`src/design/pild_pkg.sv`:
```
// Purpose: shared constants and types for the port-input and load decoder
// Assumes: 10-bit opcodes, 4-bit accumulator and column pointer
// Notes: opcode values are the hexadecimal instruction codes

package pild_pkg;

  // opcode width and data widths
  localparam int OP_W = 10;
  localparam int NIB_W = 4;

  // full opcodes of the fixed instructions
  localparam logic [9:0] OP_READ_FIRST_PORT = 10'h261;
  localparam logic [9:0] OP_READ_SECOND_PORT = 10'h262;
  localparam logic [9:0] OP_BUMP_COLUMN_PTR = 10'h013;

  // immediate load: upper six bits fixed, low nibble is the value
  localparam logic [5:0] OP_LOAD_ACC_HI = 6'h07;
  localparam int IMM_LSB = 0;
  localparam int IMM_MSB = 3;
  localparam int OPC_HI_LSB = 4;

  // reset values and fixed constants
  localparam logic [3:0] ACC_RST = 4'h0;
  localparam logic [3:0] PTR_RST = 4'h0;
  localparam logic [3:0] NIB_ONE = 4'h1;
  localparam logic [3:0] NIB_ZERO = 4'h0;
  localparam logic [1:0] HI_ZERO = 2'h0;

  // fetched instruction as presented by the fetch unit
  typedef struct packed {
    logic valid;
    logic [9:0] opcode;
  } pild_instr_t;

  // architectural state seen by the rest of the core
  typedef struct packed {
    logic [3:0] acc;
    logic [3:0] ptr;
  } pild_state_t;

endpackage

```
`src/design/pild_decoder.sv`:
```
// Purpose: executes port reads, pointer increment and immediate accumulator loads
// Assumes: one instruction offered per machine cycle via instr.valid
// Notes: skip_next tells the fetch unit the next valid instruction is suppressed

`default_nettype none

module pild_decoder (
  // clock and reset
  input wire logic clock,
  input wire logic arst_n,
  // instruction from fetch
  input wire pild_pkg::pild_instr_t instr,
  // port pins, asynchronous to the core
  input wire logic [3:0] first_general_port,
  input wire logic [1:0] second_general_port,
  // results to the core
  output pild_pkg::pild_state_t state,
  output logic skip_next,
  output logic executed
);
  import pild_pkg::*;

  // pin synchronisers; stage one is read only by stage two
  logic [3:0] p1_meta_ff, p1_sync_ff; // first port, both stages
  logic [1:0] p2_meta_ff, p2_sync_ff; // second port, both stages
  logic [3:0] nxt_p1_meta, nxt_p1_sync; // next first port stages
  logic [1:0] nxt_p2_meta, nxt_p2_sync; // next second port stages

  // architectural state and sequencing flags
  logic [3:0] acc_ff, nxt_acc; // accumulator
  logic [3:0] ptr_ff, nxt_ptr; // column pointer
  logic skip_ff, nxt_skip; // suppress the next valid instruction
  logic last_load_ff, nxt_last_load; // previous instruction was a load

  // decoded instruction kinds
  logic is_rd1; // read of the first port
  logic is_rd2; // read of the second port
  logic is_bump; // column pointer increment
  logic is_load; // immediate load, any nibble
  logic run; // valid and not suppressed by a skip

  // synchroniser next values; the pins may move at any time, so no
  // logic looks at them before the second stage
  always_comb begin
    nxt_p1_meta = first_general_port;
    nxt_p1_sync = p1_meta_ff;
    nxt_p2_meta = second_general_port;
    nxt_p2_sync = p2_meta_ff;
  end

  // synchroniser registers; reset low so a port read right after
  // reset sees a defined value rather than stale pin history
  always_ff @(posedge clock or negedge arst_n) begin
    if (!arst_n) begin
      // pins read as all low while reset is held
      p1_meta_ff <= NIB_ZERO;
      p1_sync_ff <= NIB_ZERO;
      p2_meta_ff <= HI_ZERO;
      p2_sync_ff <= HI_ZERO;
    end else begin
      // one stage per clock, two clocks of latency in all
      p1_meta_ff <= nxt_p1_meta;
      p1_sync_ff <= nxt_p1_sync;
      p2_meta_ff <= nxt_p2_meta;
      p2_sync_ff <= nxt_p2_sync;
    end
  end

  // opcode decode; the load compares only the upper six bits, since
  // the low nibble carries the immediate value
  always_comb begin
    is_rd1 = instr.opcode == OP_READ_FIRST_PORT;
    is_rd2 = instr.opcode == OP_READ_SECOND_PORT;
    is_bump = instr.opcode == OP_BUMP_COLUMN_PTR;
    is_load = instr.opcode[OP_W-1:OPC_HI_LSB] == OP_LOAD_ACC_HI;
    // a valid instruction runs unless skipped by the prior one
    run = instr.valid && !skip_ff;
  end

  // next-state computation
  // trade-off: a port read uses pin levels two cycles old, which costs
  // latency but keeps metastable values out of the accumulator
  always_comb begin
    // hold everything unless the instruction says otherwise
    nxt_acc = acc_ff;
    nxt_ptr = ptr_ff;
    nxt_skip = skip_ff;
    nxt_last_load = last_load_ff;
    if (instr.valid) begin
      // a skipped slot still counts for the load run
      nxt_skip = 1'b0;
      nxt_last_load = is_load;
      if (run) begin
        // only one branch fires, since the opcodes are disjoint
        if (is_rd1) begin
          // all four pins land in the accumulator
          nxt_acc = p1_sync_ff;
        end else if (is_rd2) begin
          // two pins in the low bits, high bits forced low
          nxt_acc = {HI_ZERO, p2_sync_ff};
        end else if (is_bump) begin
          // the four-bit add wraps from fifteen to zero by itself
          nxt_ptr = ptr_ff + NIB_ONE;
          // a zero result asks the fetch side to drop the next word
          nxt_skip = (ptr_ff + NIB_ONE) == NIB_ZERO;
        end else if (is_load) begin
          // immediate nibble straight from the opcode
          nxt_acc = instr.opcode[IMM_MSB:IMM_LSB];
          nxt_skip = 1'b0;
        end else begin
          // unknown opcodes change nothing but still end a load run
          nxt_acc = acc_ff;
        end
      end
      // a load after a load is treated as skipped, even when the
      // earlier load was itself skipped
      if (is_load && last_load_ff) begin
        nxt_acc = acc_ff;
      end
    end
    // idle cycles keep skip and load-run state, so a gap never breaks a run
  end

  // state registers; reset gives a zero accumulator and pointer
  always_ff @(posedge clock or negedge arst_n) begin
    if (!arst_n) begin
      // no pending skip and no open load run after reset
      acc_ff <= ACC_RST;
      ptr_ff <= PTR_RST;
      skip_ff <= 1'b0;
      last_load_ff <= 1'b0;
    end else begin
      // plain registering, all decisions are made above
      acc_ff <= nxt_acc;
      ptr_ff <= nxt_ptr;
      skip_ff <= nxt_skip;
      last_load_ff <= nxt_last_load;
    end
  end

  // outputs; state comes straight from flip-flops, executed is a
  // same-cycle handshake the fetch side may use for tracing
  always_comb begin
    state.acc = acc_ff;
    state.ptr = ptr_ff;
    // level until the next valid instruction consumes it
    skip_next = skip_ff;
    // executed: this valid instruction takes effect
    executed = run && !(is_load && last_load_ff);
  end

  // checks next to the logic; all run on the one core clock and
  // are switched off while reset is held low

  // port reads
  chk_rd1_copy: assert property (@(posedge clock) disable iff (!arst_n)
    run && is_rd1 |=> acc_ff == $past(p1_sync_ff))
    else $error("first port read did not load accumulator");
  chk_rd2_high: assert property (@(posedge clock) disable iff (!arst_n)
    run && is_rd2 |=> acc_ff == {HI_ZERO, $past(p2_sync_ff)})
    else $error("second port read wrong");
  chk_rd_noskip: assert property (@(posedge clock) disable iff (!arst_n)
    run && (is_rd1 || is_rd2 || is_load) |=> !skip_ff)
    else $error("read or load raised the skip flag");
  chk_exec_run: assert property (@(posedge clock) disable iff (!arst_n)
    instr.valid && !skip_ff && !is_load |-> executed)
    else $error("unskipped instruction not executed");

  // pointer increment and its skip
  chk_bump_add: assert property (@(posedge clock) disable iff (!arst_n)
    run && is_bump |=> ptr_ff == NIB_W'($past(ptr_ff) + NIB_ONE))
    else $error("pointer increment wrong");
  chk_ptr_hold: assert property (@(posedge clock) disable iff (!arst_n)
    !(run && is_bump) |=> $stable(ptr_ff))
    else $error("pointer changed without increment");
  chk_skip_zero: assert property (@(posedge clock) disable iff (!arst_n)
    run && is_bump |=> skip_ff == (ptr_ff == NIB_ZERO))
    else $error("skip flag does not follow wrap");
  chk_bump_noskip: assert property (@(posedge clock) disable iff (!arst_n)
    run && is_bump && ptr_ff != ~NIB_ZERO |=> !skip_ff)
    else $error("skip raised without wrap");

  // skipped slots and idle cycles
  chk_skip_block: assert property (@(posedge clock) disable iff (!arst_n)
    skip_ff && instr.valid |=> $stable(acc_ff) && $stable(ptr_ff) && !skip_ff)
    else $error("skipped instruction took effect");
  chk_exec_skip: assert property (@(posedge clock) disable iff (!arst_n)
    skip_ff && instr.valid |-> !executed)
    else $error("skipped instruction flagged as executed");
  chk_skip_idle: assert property (@(posedge clock) disable iff (!arst_n)
    !instr.valid |=> $stable(skip_ff) && $stable(acc_ff) && $stable(ptr_ff))
    else $error("idle cycle changed state");

  // immediate loads and load runs
  chk_load_imm: assert property (@(posedge clock) disable iff (!arst_n)
    run && is_load && !last_load_ff |=> acc_ff == $past(instr.opcode[IMM_MSB:IMM_LSB]))
    else $error("immediate load wrong");
  chk_load_run: assert property (@(posedge clock) disable iff (!arst_n)
    instr.valid && is_load ##1 instr.valid && is_load |=> $stable(acc_ff))
    else $error("second load in run took effect");
  chk_exec_load: assert property (@(posedge clock) disable iff (!arst_n)
    instr.valid && is_load && last_load_ff |-> !executed)
    else $error("later load in run flagged as executed");
  chk_load_flag: assert property (@(posedge clock) disable iff (!arst_n)
    instr.valid |=> last_load_ff == $past(is_load))
    else $error("load run flag wrong");

  // anything else leaves the accumulator alone
  chk_other_hold: assert property (@(posedge clock) disable iff (!arst_n)
    run && !(is_rd1 || is_rd2 || is_load) |=> $stable(acc_ff))
    else $error("non-load instruction changed accumulator");

endmodule

`default_nettype wire

```
`config.mk`:
```
export PLATFORM = sky130hd
export DESIGN_NAME = pild_decoder
export DESIGN_NICKNAME = d
export VERILOG_FILES = /design/src/design/pild_pkg.sv /design/src/design/pild_decoder.sv
export SDC_FILE = /design/constraint.sdc
export NUM_CORES = 1
export LEC_CHECK = 0
export BUFFER_PORTS_ARGS = -buffer_cell sky130_fd_sc_hd__buf_2
export CAP_MARGIN = 20
export CORE_UTILIZATION = 50
export CTS_BUF_LIST = sky130_fd_sc_hd__clkbuf_4
export CTS_CLUSTER_SIZE = 12
export DETAILED_ROUTE_END_ITERATION = 7
export PLACE_DENSITY = 0.82
export SYNTH_ARGS = -nofsm -noshare
export SYNTH_HDL_FRONTEND = slang
export SYNTH_SLANG_ARGS = --single-unit
export TNS_END_PERCENT = 1
```
`constraint.sdc`:
```
create_clock -name clock -period 4.77 [get_ports clock]
set_input_delay 0.7155 -clock clock [delete_from_list [all_inputs] [get_ports clock]]
set_output_delay 0.7155 -clock clock [all_outputs]
set_load 0.05 [all_outputs]
```
[Yosys cells after proc, flatten, opt, wreduce, memory -nomap -nowiden]
Index checks and enable logic that the tools add are counted.
Operators by class
  reduce and logical (&&, ||, !) cells: 9
  bitwise logic cells: 3
  multiplexer cells: 8
  shift-type cells: 0
  add/subtract/negate cells: 1
  equal/unequal tests: 5
  order comparisons: 0
  multipliers: 0
  div/mod/pow operators: 0
Operators with widths (count)
  $eq 10x10->1 const B: 2
  $mux 4: 4
  $eq 10x5->1 const B: 1
  $reduce_and 5->1: 2
  $eq 6x3->1 const B: 1
  $add 4x1->4 const B: 1
  $logic_not 4->1: 1
  $mux 1: 4
  $logic_and 1x1->1: 3
  $ne 3x3->1 const B: 1
  $not 1->1: 3
  $reduce_bool 3->1: 1
  $logic_not 1->1: 2
Word-level totals
  memory bits (writable): 0
  input bits: 19
  output and inout port bits: 10
  flip-flop bits (word level): 22
  latch bits: 0
  ROM bits: 0
  memories kept: 0

[Longest topological paths before layout]
  depth in word-level cells: 6
  mapped depth: 4
  gate-level depth less buffers: 4

[Worst setup path before layout]
No wires, ideal clock.
  path kind: input -> output
  from: input port instr[4] (netlist bit)
  to: output port executed
  data required time: 4.055 ns
  data arrival time: 1.851 ns
  slack: 2.204 ns
  path buffers: 0
  stages: 3
  cells stage by stage: or3b_1 -> nor3_1 -> a21oi_1
On the way
  longest elaborated chain between the ends: 4
Ends and longest elaborated chain
  start: declaration: RTL line pild_decoder.sv:12  | input wire pild_pkg::pild_instr_t instr,
  $eq 6x3->1: RTL line pild_decoder.sv:75  | is_load = instr.opcode[OP_W-1:OPC_HI_LSB] == OP_LOAD_ACC_HI;
  $logic_and 1x1->1: RTL line pild_decoder.sv:149  | executed = run && !(is_load && last_load_ff);
  $logic_not 1->1: RTL line pild_decoder.sv:149
  $logic_and 1x1->1: RTL line pild_decoder.sv:149
  end: declaration: RTL line pild_decoder.sv:19  | output logic executed
Every way passes these cells.

[Final worst setup path]
  from: input port instr[8] (netlist bit)
  to: output port executed
The elaborated chain is that of the path after synthesis.

==> summary.md <==
## Clock tree
* sky130_fd_sc_hd__clkbuf_4 — cell at the root of the clock tree
* 1 — number of H-tree branching levels
* 0 — Resized Gates After CTS
* 290 ps — latest clock arrival within the worst-skew pair
* 110 ps — clock-pin slew on the worst setup and hold paths
* 0 — Post-CTS Hold Buffers
* 0 — number of buffers inserted by post-CTS setup repair
* 2 — maximum number of buffers from clock root to sink
* 22 — number of clock sinks
* 3 — number of CTS-inserted buffers
* yes — CTS tree

## Timing
* 0 — final number of max-transition violations
* 0 — final hold vios
* 4.42 ps — clock skew after layout
* 389 MHz — timing-limited maximum frequency
* 0.692 — remaining max-slew budget at the tightest pin
* 0 — setup-violating endpoint count in the final report
* 462 ps — slew of the pin with the lowest slew margin
* 2570 ps — final critical path time including I/O delays and setup
* 2200 ps — post-route worst setup slack
* 0 ps — final sum of negative setup slack
* false — setup repair after global routing missed its margin
* 0.539 — final critical-path share of the clock period

## Critical path
* 3 — logic depth of the worst register-to-register path
* output port — type of destination of the critical path
* 3 — maximum fanout count along the critical path
* sky130_fd_sc_hd__or3b_1 — cell with the largest stage delay on the worst path
* 1860 ps — Arr. time, crit path
* buf_2 > or3b_1 > nor3_1 > a21oi_1 > buf_2 — ordered list of cells on the worst path
* skip_next$_DFFE_PN0P_ — worst reg2reg startpoint
* instr[8] — launch point of the worst path
* 4050 ps — CP Data Required Time
* 460 ps — Largest stage delay, worst path
* in2out — critical path type
* sky130_fd_sc_hd__buf_2 — cell repeated most along the worst path
* primary input — critical path startpoint category

## GRT
* 23 — pin count of the biggest net entering global routing
* 0 — total gr overflow
* 2640 um — first-pass GRT wire length
* 638 — via count of the first global-routing pass
* 0 — initial antenna violation count
* 0.190 — total track usage

## Floorplan
* 29 — IO Pins
* 45.3 um — overall die width
* 45.3 um — chip height
* 2050 um2 — overall die area
* 1750 um2 — placeable core area
* 15 — Placement Rows
* 0.536 — initial cell density of the core

## Layout
* 382 um2 — area of combinational cells with multiple inputs
* sky130_fd_sc_hd__buf_2, sky130_fd_sc_hd__dfrtp_1, sky130_fd_sc_hd__nand2_1 — commonest cells after routing, fill and taps aside
* 551 um2 — combined flip-flop and latch cell area
* 20.7% — P&R area growth vs syn
* 0 — Antenna Diode Count
* 0.396 — layout cells sized above 1
* sky130_fd_sc_hd__buf_2 — most common cell after layout, fill and taps aside
* 138 — fill count
* 124 — Final #Nets
* 0.647 — Final Util

## Min path
* in2async — class of the worst hold path

## Placement
* 0.779 — placer congestion estimate
* 1370 um — Detailed Place HPWL
* 2190 ps — placement-stage worst setup slack
* 28 — number of buffer cells added on primary ports

## Detailed routing
* 5.19 — Via density
* 0 — number of remaining DRC errors
* 13.5 um — Routed WL per cell
* 4 — Detailed Route Iter0 Violations
* 4 — detailed-routing iteration count for the pre-antenna-repair pass
* 654 — Vias
* 0 — Antenna Nets Post-Route
* 1700 um — wire length reported by the detailed router

## Yosys
* 91 — syn nets
* 70 — gate count after technology mapping
* 13.4 um2 — Synth Area per Inst
* 0 — Warnings, synthesis
* 0.588 — share of synthesized area occupied by flip-flops and latches
* 936 um2 — Netlist Area Pre-Place
* 27 — number of distinct library cells after synthesis
* 22 — flop and latch count out of synthesis

## Power
* 0.000346 W — total power of the final layout
* 238 uV — maximum VDD drop
* 0.542 nW — cell leakage power
* 307 nW/um2 — Pwr per Cell Area

## Flow run
* 0 — max_cap viols

## Status
* finished, final reports clean — run status

[worst max-delay path, delay by kind of cell]
family,cells,cell delay (ps)
simple gates,2,710
buf+inv,2,330
compound gates,1,90
[power breakdown]
| group | leakage [nW] | switching (W) | internal [W] | total, W |
|---|---|---|---|---|
| Clock | 0.0138 | 0.0000468 | 0.0000293 | 0.0000761 |
| Combinational | 0.254 | 0.0000469 | 0.0000191 | 0.0000661 |
| Sequential | 0.275 | 0.00000559 | 0.000198 | 0.000204 |
[path summary, 6_finish.rpt]
kind,to,slack [ps]
setup reg to reg,ptr_ff[1]$_DFFE_PN0P_,3080
hold reg to reg,p2_sync_ff[1]$_DFF_PN0_,360
max in group asynchronous,p2_sync_ff[1]$_DFF_PN0_,4090
setup / recovery,executed,2200
min in group clock,p2_sync_ff[1]$_DFF_PN0_,360
hold / removal,ptr_ff[2]$_DFFE_PN0P_,360
[layout make-up]
class | count | area share
timing repair buffer | 28 | 0.124
sequential | 22 | 0.487
clock buffer | 3 | 0.0199
multi-input combinational | 47 | 0.338
tap | 25 | 0.0277
inverter | 1 | 0.00332
[synth_stat cells]
cell type | number | area, um2
sky130_fd_sc_hd__dfrtp_1 | 22 | 551
sky130_fd_sc_hd__o31ai_1 | 2 | 15.0
sky130_fd_sc_hd__nand2_2 | 1 | 6.26
sky130_fd_sc_hd__or4bb_1 | 1 | 11.3
sky130_fd_sc_hd__or3b_1 | 2 | 17.5
sky130_fd_sc_hd__o211ai_1 | 2 | 15.0
sky130_fd_sc_hd__or2b_2 | 1 | 8.76
sky130_fd_sc_hd__nor3_1 | 2 | 10.0
sky130_fd_sc_hd__inv_1 | 1 | 3.75
sky130_fd_sc_hd__nor2b_1 | 1 | 6.26
sky130_fd_sc_hd__or4b_4 | 1 | 13.8
sky130_fd_sc_hd__nor3_2 | 1 | 10.0
sky130_fd_sc_hd__a21oi_1 | 3 | 15.0
sky130_fd_sc_hd__ha_1 | 2 | 25.0
sky130_fd_sc_hd__nand2_1 | 7 | 26.3
sky130_fd_sc_hd__xnor2_1 | 3 | 26.3
sky130_fd_sc_hd__a31oi_1 | 5 | 31.3
sky130_fd_sc_hd__mux2_1 | 2 | 22.5
sky130_fd_sc_hd__mux2_2 | 2 | 22.5
sky130_fd_sc_hd__or4b_1 | 1 | 10.0
sky130_fd_sc_hd__o22ai_1 | 1 | 6.26
sky130_fd_sc_hd__nor4_4 | 1 | 21.3
sky130_fd_sc_hd__nor2_1 | 1 | 3.75
sky130_fd_sc_hd__xor2_1 | 2 | 17.5
sky130_fd_sc_hd__or2_2 | 1 | 6.26
sky130_fd_sc_hd__o32ai_4 | 1 | 27.5
sky130_fd_sc_hd__nand4_1 | 1 | 6.26
[metrics by stage]
stage / cell area [um2] / hold WS [ps] / std cells
floorplan: 936 / 331 / 70
global placement: 1110 / 333 / 123
global route: 1130 / 369 / 126
detailed placement: 1110 / 338 / 123
finish: 1130 / 358 / 126
CTS: 1130 / 362 / 126
[per-layer routing]
layer | global-route usage | wire [um] | share of wire | vias up
met3 | 0.0320 | 79 | 0.046 | 2
li1 | - | - | - | 319
met1 | 0.203 | 714 | 0.42 | 312
met4 | 0.115 | 21 | 0.012 | 0
met5 | 0 | 0 | 0 | -
met2 | 0.345 | 884 | 0.52 | 21
[kinds of logic (layout without fill, tap and decap cells)]
| group | after synthesis | in the layout | share of synthesized area |
|---|---|---|---|
| and+or+nand+nor | 22 | 22 | 0.168 |
| adders and majority gates | 2 | 2 | 0.0267 |
| xor gates and xnor gates | 5 | 5 | 0.0468 |
| AOI/OAI and AO/OA | 14 | 14 | 0.118 |
| DFF | 22 | 22 | 0.588 |
| buffers and inverters | 1 | 32 | 0.00401 |
| muxes | 4 | 4 | 0.0481 |
[state kept, by name, indices dropped and copies added, names as in the netlist]
signal / count
skip_next: 1
nxt_p2_sync: 2
p2_sync_ff: 2
ptr_ff: 4
p1_sync_ff: 4
nxt_p1_sync: 4
last_load_ff: 1
acc_ff: 4
Power figures use the tool's default switching activity.
